`config.mk`:
```
export PLATFORM = sky130hd
export DESIGN_NAME = srr_regs
export DESIGN_NICKNAME = d
export VERILOG_FILES = /design/src/pkg/srr_pkg.sv /design/src/srr_supply_sync.sv /design/src/srr_wake_timer.sv /design/src/srr_regs.sv
export SDC_FILE = /design/constraint.sdc
export NUM_CORES = 1
export LEC_CHECK = 0
export BUFFER_PORTS_ARGS = -buffer_cell sky130_fd_sc_hd__buf_2
export CAP_MARGIN = 20
export CELL_PAD_IN_SITES_DETAIL_PLACEMENT = 1
export CELL_PAD_IN_SITES_GLOBAL_PLACEMENT = 2
export CORE_AREA = 5 5 84 144
export CTS_CLUSTER_DIAMETER = 50
export DETAILED_ROUTE_END_ITERATION = 10
export DIE_AREA = 0 0 89 149
export PLACE_DENSITY = 0.75
export RECOVER_POWER = 100
export SLEW_MARGIN = 15
export SYNTH_ARGS = -nofsm -noshare
export SYNTH_HDL_FRONTEND = slang
export SYNTH_SLANG_ARGS = --single-unit
```
`constraint.sdc`:
```
create_clock -name clk_in -period 2.7 [get_ports clk_in]
set_input_delay 0.27 -clock clk_in [delete_from_list [all_inputs] [get_ports clk_in]]
set_output_delay 0.27 -clock clk_in [all_outputs]
set_load 0.02 [all_outputs]
```
`src/pkg/srr_pkg.sv`:
```
// Package for the supply monitor, wake timer and ROM pointer register bank
package srr_pkg;
  // Register addresses on the internal nibble bus
  localparam logic [7:0] ADDR_SUPPLY_CTRL   = 8'h13;
  localparam logic [7:0] ADDR_SUPPLY_THRESH = 8'h14;
  localparam logic [7:0] ADDR_RSVD_15       = 8'h15;
  localparam logic [7:0] ADDR_WAKE_CTRL     = 8'h16;
  localparam logic [7:0] ADDR_RSVD_17       = 8'h17;
  localparam logic [7:0] ADDR_PTR0          = 8'h18;
  localparam logic [7:0] ADDR_PTR1          = 8'h19;
  localparam logic [7:0] ADDR_PTR2          = 8'h1A;
  localparam logic [7:0] ADDR_PTR3          = 8'h1B;
  localparam logic [7:0] ADDR_DATA_LOW      = 8'h1C;
  localparam logic [7:0] ADDR_DATA_HIGH     = 8'h1D;
  localparam logic [7:0] ADDR_PTR4          = 8'h1E;
  localparam logic [7:0] ADDR_RSVD_1F       = 8'h1F;

  // Field positions
  localparam int SUPPLY_EN_BIT   = 0;
  localparam int SUPPLY_FLAG_BIT = 1;
  localparam int WAKE_OVF_BIT    = 3;
  localparam int WAKE_EN_BIT     = 2;
  localparam int PTR4_WIDTH      = 3;

  localparam logic [3:0] RESET_NIBBLE   = 4'h0;
  localparam logic [3:0] WAKE_CLEAR_KEY = 4'hA;
  localparam logic [3:0] NIBBLE_ZERO    = 4'h0;

  // Wake vector and post-wake settle time
  localparam logic [11:0] WAKE_VECTOR   = 12'h004;
  localparam int          SETTLE_CYCLES = 64;

  // Time base: 1 ms tick from the 50 MHz system clock
  localparam int CLK_HZ          = 50_000_000;
  localparam int TICK_MS         = 1;
  localparam int TICK_CYCLES     = CLK_HZ / 1000 * TICK_MS;
  localparam int PERIOD_MS_0     = 1;
  localparam int PERIOD_MS_1     = 16;
  localparam int PERIOD_MS_2     = 64;
  localparam int PERIOD_MS_3     = 128;

  // Register bus request
  typedef struct packed {
    logic       wr;
    logic       rd;
    logic [7:0] addr;
    logic [3:0] wdata;
  } srr_bus_s;

  // Wake sequencer states
  typedef enum logic [2:0] {
    WK_RUN    = 3'b001,
    WK_HALT   = 3'b010,
    WK_SETTLE = 3'b100
  } srr_wake_e;
endpackage

```
`src/srr_supply_sync.sv`:
```
// Two-stage synchroniser for the analog supply comparator level
`timescale 1ns/10ps
module srr_supply_sync
  import srr_pkg::*;
(
  // Clock and reset
  input  wire logic clk_in,
  input  wire logic rst_n_in,
  // Level
  input  wire logic level_in,
  output logic      level_out
);
  logic meta_reg;
  logic sync_reg;

  always_ff @(posedge clk_in or negedge rst_n_in) begin
    if (!rst_n_in) begin
      meta_reg <= 1'b0;
      sync_reg <= 1'b0;
    end else begin
      meta_reg <= level_in;
      sync_reg <= meta_reg;
    end
  end

  assign level_out = sync_reg;
endmodule

```
`src/srr_wake_timer.sv`:
```
// Wake timer: millisecond time base and period counter
`timescale 1ns/10ps
module srr_wake_timer
  import srr_pkg::*;
(
  // Clock and reset
  input  wire logic       clk_in,
  input  wire logic       rst_n_in,
  // Control
  input  wire logic       enable_in,
  input  wire logic [1:0] period_sel_in,
  input  wire logic       clear_in,
  // Event
  output logic            overflow_out
);
  localparam int TB_W  = $clog2(TICK_CYCLES);
  localparam logic [TB_W-1:0] TB_LAST = TB_W'(TICK_CYCLES - 1);

  logic [TB_W-1:0] base_reg;
  logic [7:0]      count_reg;
  logic            ovf_reg;
  logic [7:0]      limit;
  wire             tick = (base_reg == TB_LAST);
  wire             hit;

  // Period select in milliseconds
  assign limit = (period_sel_in == 2'b11) ? 8'(PERIOD_MS_3 - 1) :
                 (period_sel_in == 2'b10) ? 8'(PERIOD_MS_2 - 1) :
                 (period_sel_in == 2'b01) ? 8'(PERIOD_MS_1 - 1) :
                                            8'(PERIOD_MS_0 - 1);
  assign hit = enable_in && tick && (count_reg >= limit);

  // Time base runs free; counter holds while disabled, but clear_in still clears it
  always_ff @(posedge clk_in or negedge rst_n_in) begin
    if (!rst_n_in) begin
      base_reg  <= '0;
      count_reg <= 8'h00;
      ovf_reg   <= 1'b0;
    end else begin
      base_reg <= tick ? '0 : base_reg + 1'b1;
      ovf_reg  <= hit;
      if (clear_in)
        count_reg <= 8'h00;
      else if (hit)
        count_reg <= 8'h00;
      else if (enable_in && tick)
        count_reg <= count_reg + 8'h01;
    end
  end

  assign overflow_out = ovf_reg;
endmodule

```
`src/srr_regs.sv`:
```
// Supply monitor, wake timer and data-ROM pointer register bank
`timescale 1ns/10ps
// Functional notes
// - Supply-low bit reads one while monitor is enabled and supply is below selected threshold.
// - Monitor enable bit switches detection on or off; resets to zero.
// - Four-bit threshold code selects level from 2.1V to 3.8V.
// - Enabled timer overflow in HALT wakes core to vector 004h.
// - Overflow flag bit 3 set by hardware, cleared by software.
// - Timer enable runs timer; whole timer register resets to zero.
// - Period select gives 1, 16, 64 or 128 ms overflow.
// - Five nibble registers form a 20-bit ROM byte address.
// - Top address nibble holds only bits 2 to 0.
// - Low data port returns low nibble of addressed ROM byte.
// - High data port returns high nibble of addressed ROM byte.
// - Any write to high data port restarts the watchdog.
// - Writing A to high data port also clears the timer counter.
// - After wake the core waits 64 cycles before advancing.
module srr_regs
  import srr_pkg::*;
(
  // Clock and reset
  input  wire logic        clk_in,
  input  wire logic        rst_n_in,
  // Internal register bus
  input  wire logic        bus_wr_in,
  input  wire logic        bus_rd_in,
  input  wire logic [7:0]  bus_addr_in,
  input  wire logic [3:0]  bus_wdata_in,
  output logic      [3:0]  bus_rdata_out,
  // Supply comparator
  input  wire logic        supply_below_in,
  output logic             supply_monitor_enable_out,
  output logic      [3:0]  supply_threshold_out,
  // Data ROM port
  output logic      [19:0] rom_addr_out,
  input  wire logic [7:0]  rom_data_in,
  // Watchdog and core HALT control
  output logic             watchdog_clear_out,
  input  wire logic        core_halt_in,
  output logic             wake_out,
  output logic      [11:0] wake_vector_out,
  output logic             pc_hold_out
);
  srr_bus_s   bus;
  srr_wake_e  wk_reg, wk_next;

  logic       mon_en_reg;
  logic [3:0] thresh_reg;
  logic       wake_ovf_reg;
  logic       wake_en_reg;
  logic [1:0] wake_sel_reg;
  logic [3:0] ptr_reg [0:3];
  logic [PTR4_WIDTH-1:0] ptr4_reg;
  logic [3:0] rdata_reg;
  logic       wdog_reg;
  logic       wake_reg;
  logic       hold_reg;
  logic [6:0] settle_reg;
  logic       supply_low_sync;
  logic       timer_ovf;

  // Address match used by every write decode
  function automatic logic wr_hit(input srr_bus_s b, input logic [7:0] a);
    return b.wr && (b.addr == a);
  endfunction

  assign bus = '{wr: bus_wr_in, rd: bus_rd_in, addr: bus_addr_in, wdata: bus_wdata_in};

  wire wr_mon    = wr_hit(bus, ADDR_SUPPLY_CTRL);
  wire wr_thresh = wr_hit(bus, ADDR_SUPPLY_THRESH);
  wire wr_wake   = wr_hit(bus, ADDR_WAKE_CTRL);
  wire wr_dhigh  = wr_hit(bus, ADDR_DATA_HIGH);
  wire wr_ptr4   = wr_hit(bus, ADDR_PTR4);
  wire timer_clr = wr_dhigh && (bus.wdata == WAKE_CLEAR_KEY);
  wire [19:0] rom_addr = {1'b0, ptr4_reg, ptr_reg[3], ptr_reg[2], ptr_reg[1], ptr_reg[0]};

  srr_supply_sync u_sync (
    .clk_in    (clk_in),
    .rst_n_in  (rst_n_in),
    .level_in  (supply_below_in),
    .level_out (supply_low_sync)
  );

  srr_wake_timer u_timer (
    .clk_in        (clk_in),
    .rst_n_in      (rst_n_in),
    .enable_in     (wake_en_reg),
    .period_sel_in (wake_sel_reg),
    .clear_in      (timer_clr),
    .overflow_out  (timer_ovf)
  );

  // Supply monitor registers
  always_ff @(posedge clk_in or negedge rst_n_in) begin
    if (!rst_n_in) begin
      mon_en_reg <= 1'b0;
      thresh_reg <= RESET_NIBBLE;
    end else begin
      if (wr_mon)
        mon_en_reg <= bus.wdata[SUPPLY_EN_BIT];
      if (wr_thresh)
        thresh_reg <= bus.wdata;
    end
  end

  // Wake timer control register; hardware set wins over software clear
  always_ff @(posedge clk_in or negedge rst_n_in) begin
    if (!rst_n_in) begin
      wake_ovf_reg <= 1'b0;
      wake_en_reg  <= 1'b0;
      wake_sel_reg <= 2'b00;
    end else begin
      if (wr_wake) begin
        wake_en_reg  <= bus.wdata[WAKE_EN_BIT];
        wake_sel_reg <= bus.wdata[1:0];
      end
      if (timer_ovf)
        wake_ovf_reg <= 1'b1;
      else if (wr_wake && !bus.wdata[WAKE_OVF_BIT])
        wake_ovf_reg <= 1'b0;
    end
  end

  // Pointer nibbles 0..3
  genvar g;
  generate
    for (g = 0; g < 4; g++) begin : g_ptr
      always_ff @(posedge clk_in or negedge rst_n_in) begin
        if (!rst_n_in)
          ptr_reg[g] <= RESET_NIBBLE;
        else if (wr_hit(bus, ADDR_PTR0 + 8'(g)))
          ptr_reg[g] <= bus.wdata;
      end
    end
  endgenerate

  always_ff @(posedge clk_in or negedge rst_n_in) begin
    if (!rst_n_in)
      ptr4_reg <= '0;
    else if (wr_ptr4)
      ptr4_reg <= bus.wdata[PTR4_WIDTH-1:0];
  end

  // Read data mux; reads have no side effects
  logic [3:0] rd_mux;
  always_comb begin
    case (bus.addr)
      ADDR_SUPPLY_CTRL:   rd_mux = {2'b00, supply_low_sync && mon_en_reg, mon_en_reg};
      ADDR_SUPPLY_THRESH: rd_mux = thresh_reg;
      ADDR_WAKE_CTRL:     rd_mux = {wake_ovf_reg, wake_en_reg, wake_sel_reg};
      ADDR_PTR0:          rd_mux = ptr_reg[0];
      ADDR_PTR1:          rd_mux = ptr_reg[1];
      ADDR_PTR2:          rd_mux = ptr_reg[2];
      ADDR_PTR3:          rd_mux = ptr_reg[3];
      ADDR_DATA_LOW:      rd_mux = rom_data_in[3:0];
      ADDR_DATA_HIGH:     rd_mux = rom_data_in[7:4];
      ADDR_PTR4:          rd_mux = {1'b0, ptr4_reg};
      default:            rd_mux = NIBBLE_ZERO;
    endcase
  end

  always_ff @(posedge clk_in or negedge rst_n_in) begin
    if (!rst_n_in)
      rdata_reg <= NIBBLE_ZERO;
    else if (bus.rd)
      rdata_reg <= rd_mux;
  end

  // Watchdog restart strobe
  always_ff @(posedge clk_in or negedge rst_n_in) begin
    if (!rst_n_in)
      wdog_reg <= 1'b0;
    else
      wdog_reg <= wr_dhigh;
  end

  // Wake sequencer: HALT, wake on overflow, then settle
  always_comb begin
    wk_next = wk_reg;
    case (wk_reg)
      WK_RUN:    if (core_halt_in) wk_next = WK_HALT;
      WK_HALT: begin
        // Core left HALT by another source: stop waiting for the timer
        if (!core_halt_in)
          wk_next = WK_RUN;
        else if (timer_ovf && wake_en_reg)
          wk_next = WK_SETTLE;
      end
      WK_SETTLE: if (settle_reg == 7'(SETTLE_CYCLES - 1)) wk_next = WK_RUN;
      default:   wk_next = WK_RUN;
    endcase
  end

  always_ff @(posedge clk_in or negedge rst_n_in) begin
    if (!rst_n_in) begin
      wk_reg     <= WK_RUN;
      settle_reg <= 7'h00;
      wake_reg   <= 1'b0;
      hold_reg   <= 1'b0;
    end else begin
      wk_reg     <= wk_next;
      settle_reg <= (wk_reg == WK_SETTLE) ? settle_reg + 7'h01 : 7'h00;
      wake_reg   <= (wk_reg == WK_HALT) && (wk_next == WK_SETTLE);
      hold_reg   <= (wk_next == WK_SETTLE);
    end
  end

  assign bus_rdata_out             = rdata_reg;
  assign supply_monitor_enable_out = mon_en_reg;
  assign supply_threshold_out      = thresh_reg;
  assign rom_addr_out              = rom_addr;
  assign watchdog_clear_out        = wdog_reg;
  assign wake_out                  = wake_reg;
  assign wake_vector_out           = WAKE_VECTOR;
  assign pc_hold_out               = hold_reg;
endmodule

```
# After elaboration in Yosys (flattened, before gate mapping)
# Index checks and enable logic that the tools add are counted.
# totals
rom_bits,0
output_inout_bits,44
memories,0
ram_bits,0
latchBits,0
ff_bits,72
# op_classes
shift,0
order_cmp,1
addsub,3
n_mux,16
eq_ne,20
n_reduce_logical,19
bitwise,0
multipliers,0
n_div,0
# op_table
operator,n
$eq 8x5->1 const B,10
$mux 8,5
$pmux 4 s10,1
$add 16x1->16 const B,1
$eq 16x16->1 const B,1
$logic_and 1x1->1,16
$mux 16,1
$mux 3,4
$pmux 3 s3,1
$add 8x1->8 const B,1
$ge 8x8->1,1
$add 7x1->7 const B,1
$eq 7x6->1 const B,1
$mux 7,1
$eq 3x3->1 const B,2
$eq 2x2->1 const B,2
$eq 4x4->1 const B,1
$mux 4,1
$eq 3x1->1 const B,1
$eq 3x2->1 const B,1
$reduce_bool 3->1,1
$eq 2x1->1 const B,1
$mux 1,2
$reduce_bool 2->1,1
$logic_not 1->1,1

# Depth between registers and ports, before layout
# Gate-level depths: netlist of the first run.
# depth
word_depth,8
mapped_depth,7
mapped_depth_nobuf,7

# Hierarchy
# A second synthesis of the first run with hierarchy kept.
# hier_totals
cells_unflattened,343
area_unflattened_um2,3784.9
# by_module_without_submodules
mod,cells_each,instances,area_per_inst_um2
srr_regs,214,1,2443.6
srr_wake_timer,127,1,1291.2
srr_supply_sync,2,1,50.0

# Least setup slack after synthesis of the first run
# Ideal clock, no wire load.
# synth_path
kind,input to register
startpoint,input port bus_addr_in[5]
endpoint,register u_timer.count_reg[5]
setup_time_ns,0.131
required_time_ns,2.569
path_stages,6
setup_slack_ns,0.699
path_buffers,1
arrival_ns,1.870
cell_sequence,or4b_1 buf_2 or4_1 and4_1 a22oi_1 o31ai_1
# synth_between
elab_chain_len,4
# synth_rtl
element,line,text
from (decl),srr_regs.sv:27,"input wire logic [7:0] bus_addr_in,"
$eq 8x5->1 *,srr_regs.sv:64,return b.wr && (b.addr == a);
$logic_and 1x1->1 *,srr_regs.sv:64,
$logic_and 1x1->1 *,srr_regs.sv:74,wire timer_clr = wr_dhigh && (bus.wdata == WAKE_CLEAR_KEY);
$reduce_bool 3->1 (no line) / $mux 8 (equally long branches),-,
to (signal assigned),srr_wake_timer.sv:47,count_reg <= count_reg + 8'h01;
to (decl),srr_wake_timer.sv:20,logic [7:0] count_reg;
# Every way passes the cells marked *; elsewhere a longest branch is shown, timed or not.
# A chain may end at the register's enable or synchronous reset.

# Worst setup path in the final report of the first run
# layout_path
startpoint,register u_timer.base_reg[5]
endpoint,register u_timer.count_reg[3]
# layout_between
elab_chain_len,5
# layout_rtl
element,line,text
from (decl),srr_wake_timer.sv:19,logic [TB_W-1:0] base_reg;
from (signal assigned),srr_wake_timer.sv:40,base_reg <= tick ? '0 : base_reg + 1'b1;
$eq 16x16->1 *,srr_wake_timer.sv:23,wire tick = (base_reg == TB_LAST);
$logic_and 1x1->1 *,"srr_wake_timer.sv:31, srr_wake_timer.sv:46",
$logic_and 1x1->1,srr_wake_timer.sv:31,assign hit = enable_in && tick && (count_reg >= limit);
$mux 8,srr_wake_timer.sv:44,else if (hit)
$mux 8,srr_wake_timer.sv:42,if (clear_in)
# Marks and branches as above.

==> results.yml, run 1 <==
synth:
  yosys_register_bits: 72
  synth_edf_count: 0
  ys.flop_type: "dfrtp_1"
  syn_area_mm2: 0.00367
  async_flop_share_pct: 100
  synth.distinct_cells: 56
  ys_seq_area_share_pct: 49.1
  synthCells: 336
  syn_avg_cell_area_um2: 10.9
  yosysWarnings: 0
clock_network:
  clk_latency_ps: 330
  clk_path_buf_depth: 2
  cts_tree: "done"
  cts_resized: 0
  numCtsBuffers: 9
  clock_sinks: 72
  ctsRootBufferMaster: "clkbuf_16"
  clk_pin_slew_ps: 60
  ctsHtreeMaxLevel: 3
sta:
  slew_violations: 0
  tightest_slew_ps: 548
  tns_ps: 0
  finalSetupViolations: 0
  maxSlewHeadroom_pct: 63.2
  finClkSkew_ps: 4.60
  whs_ps: 40.4
  rsz0062_at_grt: "no"
  period_needed_ps: 2310
  hold_viol: 0
  period_share_pct: 85.4
  max_freq_mhz: 434
layout:
  final_layout_size_suffix_gt1_share_pct: 20.8
  syn_to_final_growth_pct: 17.4
  nets: 435
  diodes: 0
  fin_area_mm2: 0.00431
  stdcell_count: 539
  num-fill-cells: 1255
detailed_routing:
  dr.pass1.iters: 4
  viasPerCell: 5.25
  drc: 0
  post_drt_wl_per_cell_um: 18.6
  finalWirelength_um: 10000
  antenna_left: 0
  drtIter0Drc: 99
  dr_total_vias: 2829
place:
  portBuffers: 56
  dp_cells: 522
  dp_hpwl_um: 7740
  place_area_mm2: 0.00411
  gp_congestion: 0.801
worst_hold_path:
  worstHoldEndpoint: "u_sync.meta_reg"
  holdPathStages: 1
  holdCritPathClass: "in -> reg"
  min_from: "supply_below_in"
power_and_ir_drop:
  p_per_area_mw_per_mm2: 569
  pwr-share-seq_pct: 46.0
  p_switching_mw: 0.650
  ir_drop_mv: 0.320
  p_leak_nw: 1.91
  combPwrFrac_pct: 8.7
  p_sw_share_pct: 26.5
  p_clk_share_pct: 45.3
  cell_internal_pwr_mw: 1.80
  p_total_mw: 2.45
die:
  die-area_mm2: 0.0133
  coreArea_mm2: 0.0107
  initial_core_util_pct: 34.3
  die_x_um: 89
  rows: 50
  die_h_um: 149
  io_pins: 70
critical_path:
  reg2reg_to: "u_timer.count_reg[3]"
  slowest_delay_ps: 550
  r2r_slack_ps: 390
  required_ps: 2930
  critPathTopFamily: "simple AND/OR/NAND/NOR gates"
  ff2ff_path_depth: 5
  startpoint_type: "register"
  worst_ep_arrival_time_ps: 2540
  crit_chain: "or4b_4, nor4_1, nand2_2, nand4b_1, o31ai_1"
  crit_fanout: 7
  r2r_start: "u_timer.base_reg[5]"
  crit_buf_inv: 0
  slowest_stage: "or4b_4"
  crit_type: "reg -> reg"
  cp-end-kind: "register"
global_route:
  grt_usage_pct: 16.4
  grt_pass1_wl_um: 16300
  antenna_found_initial: 0
  grt_max_degree: 73
  overflow: 0
  grt_pass1_vias: 3084
job:
  maxCapViolCount: 0
status:
  outcome: "completed"
==> cell usage after synthesis, types with 2 or more instances <==
library cell / number / area, um^2
a21oi_1: 9 / 45.0
xnor2_1: 5 / 43.8
nand2_1: 21 / 78.8
and3_1: 3 / 18.8
mux2_2: 28 / 315
ha_1: 5 / 62.6
clkbuf_1: 6 / 22.5
and4_1: 5 / 43.8
a22oi_1: 6 / 45.0
or3_1: 2 / 12.5
xor2_1: 13 / 114
mux2i_1: 8 / 80.1
nand4_1: 5 / 31.3
nor3_1: 8 / 40.0
or2_2: 6 / 37.5
inv_1: 7 / 26.3
and2_1: 2 / 12.5
nor4_1: 3 / 18.8
nand2b_1: 4 / 25.0
o31ai_1: 4 / 30.0
o22ai_1: 5 / 31.3
conb_1: 2 / 7.51
o2bb2ai_1: 3 / 26.3
a31oi_1: 2 / 12.5
dfrtp_1: 71 / 1780
nor2_1: 29 / 109
buf_4: 13 / 97.6
nand3_1: 22 / 110
mux4_2: 2 / 45.0
o21ai_0: 4 / 20.0
nor2b_1: 7 / 43.8
nand4bb_1: 2 / 22.5
==> logic make-up after synthesis <==
family,count (synthesis),share of synthesized area [%]
compound gates,42,7.77
xor+xnor,18,4.29
fa+ha+maj,5,1.70
buf+inv,27,4.12
flops,72,49.1
mux,38,12.0
other cells,2,0.204
simple gates,132,20.8
==> area by class of cell <==
class	instances	area, um^2	share of cell area [%]
Sequential cell	72	1800	41.8
Clock buffer	9	225	5.22
Timing Repair Buffer	66	312	7.22
Inverter	7	26.3	0.609
Multi-Input combinational cell	248	1730	40.1
Tap cell	130	163	3.77
Clock inverter	7	55.1	1.28
==> how the worst max path moves through the flow <==
stage | from | to | slack, ps | cells after the start
after floorplan | bus_addr_in[5] | u_timer.count_reg[5] | 700 | 6
final | u_timer.base_reg[5] | u_timer.count_reg[3] | 390 | 5
after global placement | bus_addr_in[5] | rom_addr_out[8] | 490 | 5
after detailed placement | bus_addr_in[5] | rom_addr_out[8] | 430 | 5
after CTS | u_timer.base_reg[5] | u_timer.count_reg[6] | 580 | 5
after global routing | u_timer.base_reg[0] | u_timer.count_reg[3] | 220 | 6
==> timing repair <==
| item | in CTS | in global routing |
|---|---|---|
| endpoints found under the hold margin | 71 | 0 |
| buffers inserted | 0 | 0 |
| setup endpoints to repair | 0 | 0 |
| hold buffers | 1 | 0 |
==> routing by layer <==
layer	global-route usage, %	part of all wire (%)	wire (um)
met5	0	0	0
met4	8.49	4.1	407
met3	3.54	4.6	461
met2	30.7	57	5710
met1	16.2	34	3460
==> cells in the final DEF (no fill, tap or decap), types with 6 or more instances in the layout <==
cell	synthesis	layout
xor2_1	13	13
mux2_2	28	28
dfrtp_1	71	71
clkbuf_1	6	37
or2_2	6	6
mux2i_1	8	8
nor3_1	8	8
buf_2	1	24
nand3_1	22	22
a21oi_1	9	9
a22oi_1	6	6
conb_1	2	13
inv_1	7	7
clkbuf_16	0	9
nor2_1	29	29
nand2_1	21	21
nor2b_1	7	7
==> power groups by stage <==
stage | registers (mW) | clock network, mW | logic [mW]
finish | 1.13 | 1.11 | 0.214
global placement | 1.15 | 0 | 0.222
CTS | 1.13 | 1.15 | 0.229
floorplan | 1.16 | 0 | 0.111
global route | 1.13 | 1.21 | 0.236
detailed placement | 1.15 | 0 | 0.227
==> metrics by stage <==
step,setup WS (ps),utilization [%]
3_5_place_dp,432,38.4
5_1_grt,224,40.3
3_3_place_gp,489,38.4
4_1_cts,578,41.2
6_report,394,40.3
2_1_floorplan,699,-
No activity file was read; power rests on OpenSTA's default activity.
==> inputs of run 2 (changes only) <==
- CELL_PAD_IN_SITES_DETAIL_PLACEMENT: 1 -> not set
- CELL_PAD_IN_SITES_GLOBAL_PLACEMENT: 2 -> not set
- CORE_AREA: 5 5 84 144 -> 5 5 68 117
- DIE_AREA: 0 0 89 149 -> 0 0 73 122
==> run 2 against run 1 <==
  * The run now ends with max-capacitance violations, max-slew violations left
  * Utilization rose by 20 points
  * Total power shrank 0.15%
  * First-iteration DRC count grew 39%
  * Non-clock buffer count decreased by 4
  * Register-to-register slack barely moved
  * Critical path depth unchanged
==> results.yml, run 2 (synthesis gave the netlist of run 1 again) <==
global_route:
  grt_pass1_wl_um: 14400
  grt_usage_pct: 21.4
  antenna_found_initial: 0
  top_usage_layer: "met2"
  grtUsageMet3_pct: 4.71
  grtUsageMet1_pct: 22.1
  grt_use_met2_pct: 37.4
  grt_max_degree: 39
  grt_pass1_vias: 2920
  overflow: 0
sta:
  slew_violations: 35
  max_freq_mhz: 431
  rsz0062_at_grt: "no"
  maxSlewHeadroom_pct: -29.7
  hold_viol: 0
  period_share_pct: 85.9
  tns_ps: 0
  tightest_slew_ps: 1950
  finClkSkew_ps: 6.45
  period_needed_ps: 2320
  finalSetupViolations: 0
die:
  die_h_um: 122
  coreArea_mm2: 0.00698
  initial_core_util_pct: 52.7
  rows: 41
  die_x_um: 73
  io_pins: 70
  die-area_mm2: 0.00891
place:
  dp_hpwl_um: 6510
  portBuffers: 56
  place_area_mm2: 0.00404
  gp_congestion: 0.912
detailed_routing:
  antenna_left: 0
  post_drt_wl_per_cell_um: 17.9
  drc: 0
  dr_total_vias: 2829
  dr.pass1.iters: 4
  viasPerCell: 5.76
  finalWirelength_um: 8800
  drtIter0Drc: 138
layout:
  final_cell_mix: "dfrtp_1, clkbuf_1, nor2_1"
  final_layout_size_suffix_gt1_share_pct: 20.5
  fin_area_mm2: 0.00424
  diodes: 0
  syn_to_final_growth_pct: 15.3
  layout_commonest_cell: "dfrtp_1"
  nets: 431
  fin_util_pct: 60.7
clock_network:
  cts_resized: 0
  numCtsBuffers: 9
  cts_hold_repair.buffers: 0
  ctsRootBufferMaster: "clkbuf_16"
  cts_tree: "done"
  ctsHtreeMaxLevel: 3
  clock_sinks: 72
  post_cts_buffers: 0
  clk_pin_slew_ps: 60
  clk_path_buf_depth: 2
  clk_latency_ps: 340
status:
  outcome: "finished, violations left"
  violations: "max-capacitance violations, max-slew violations"
critical_path:
  startpoint_type: "register"
  reg2reg_to: "u_timer.count_reg[3]"
  crit_end: "u_timer.count_reg[3]"
  cp-end-kind: "register"
  crit_type: "reg -> reg"
  r2r_slack_ps: 380
  required_ps: 2920
  r2r_start: "u_timer.base_reg[5]"
  worst_ep_arrival_time_ps: 2540
  ff2ff_path_depth: 5
  startpoint: "u_timer.base_reg[5]"
  crit_fanout: 7
power_and_ir_drop:
  p_leak_nw: 1.91
  ir_drop_mv: 0.343
  p_per_area_mw_per_mm2: 579
  p_total_mw: 2.45
job:
  maxCapViolCount: 1
worst_hold_path:
  holdCritPathClass: "in -> reg"
  min_from: "supply_below_in"
## run 2: worst min-delay path by stage
stage | slack [ps] | to | cells past startpoint
after global placement | 330 | u_sync.level_out | 0
after global routing | 40 | u_sync.meta_reg | 1
final | 50 | u_sync.meta_reg | 1
after floorplan | -30 | bus_rdata_out[0] | 0
after CTS | 50 | rom_addr_out[9] | 1
after detailed placement | 340 | u_sync.level_out | 0
## run 2: per-stage QoR
step                std cells  hold WS [ps]  setup slack (ps)
finish                    491          51.5               381
global route              491          38.1               259
CTS                       491          46.7               585
detailed placement        475           340               362
global placement          475           334               373
floorplan                 347         -25.6               699
## run 2: worst max-delay path, stage by stage, from the launching register on
cell,delay [ps]
dfrtp_1,410
or4b_4,560
nor4_1,390
nand2_2,110
nand4b_1,360
o31ai_1,380
## run 2: where the power goes
group	internal, mW	switching (mW)
Combinational	0.0694	0.138
Clock	0.649	0.465
Sequential	1.11	0.0235
## run 2: layout make-up
| type | count | area, um^2 |
|---|---|---|
| Inverter | 7 | 26.3 |
| Clock buffer | 10 | 239 |
| Fill cell | 600 | 2740 |
| Multi-Input combinational cell | 248 | 1730 |
| Sequential cell | 72 | 1800 |
| Clock inverter | 6 | 43.8 |
| Tap cell | 86 | 108 |
| Timing Repair Buffer | 62 | 287 |
## run 2: metal layers
metal / vias up / share of wire, %
li1: 1321 / -
met1: 1386 / 36
met2: 99 / 54
met3: 23 / 5.8
met4: 0 / 4.2
met5: - / 0
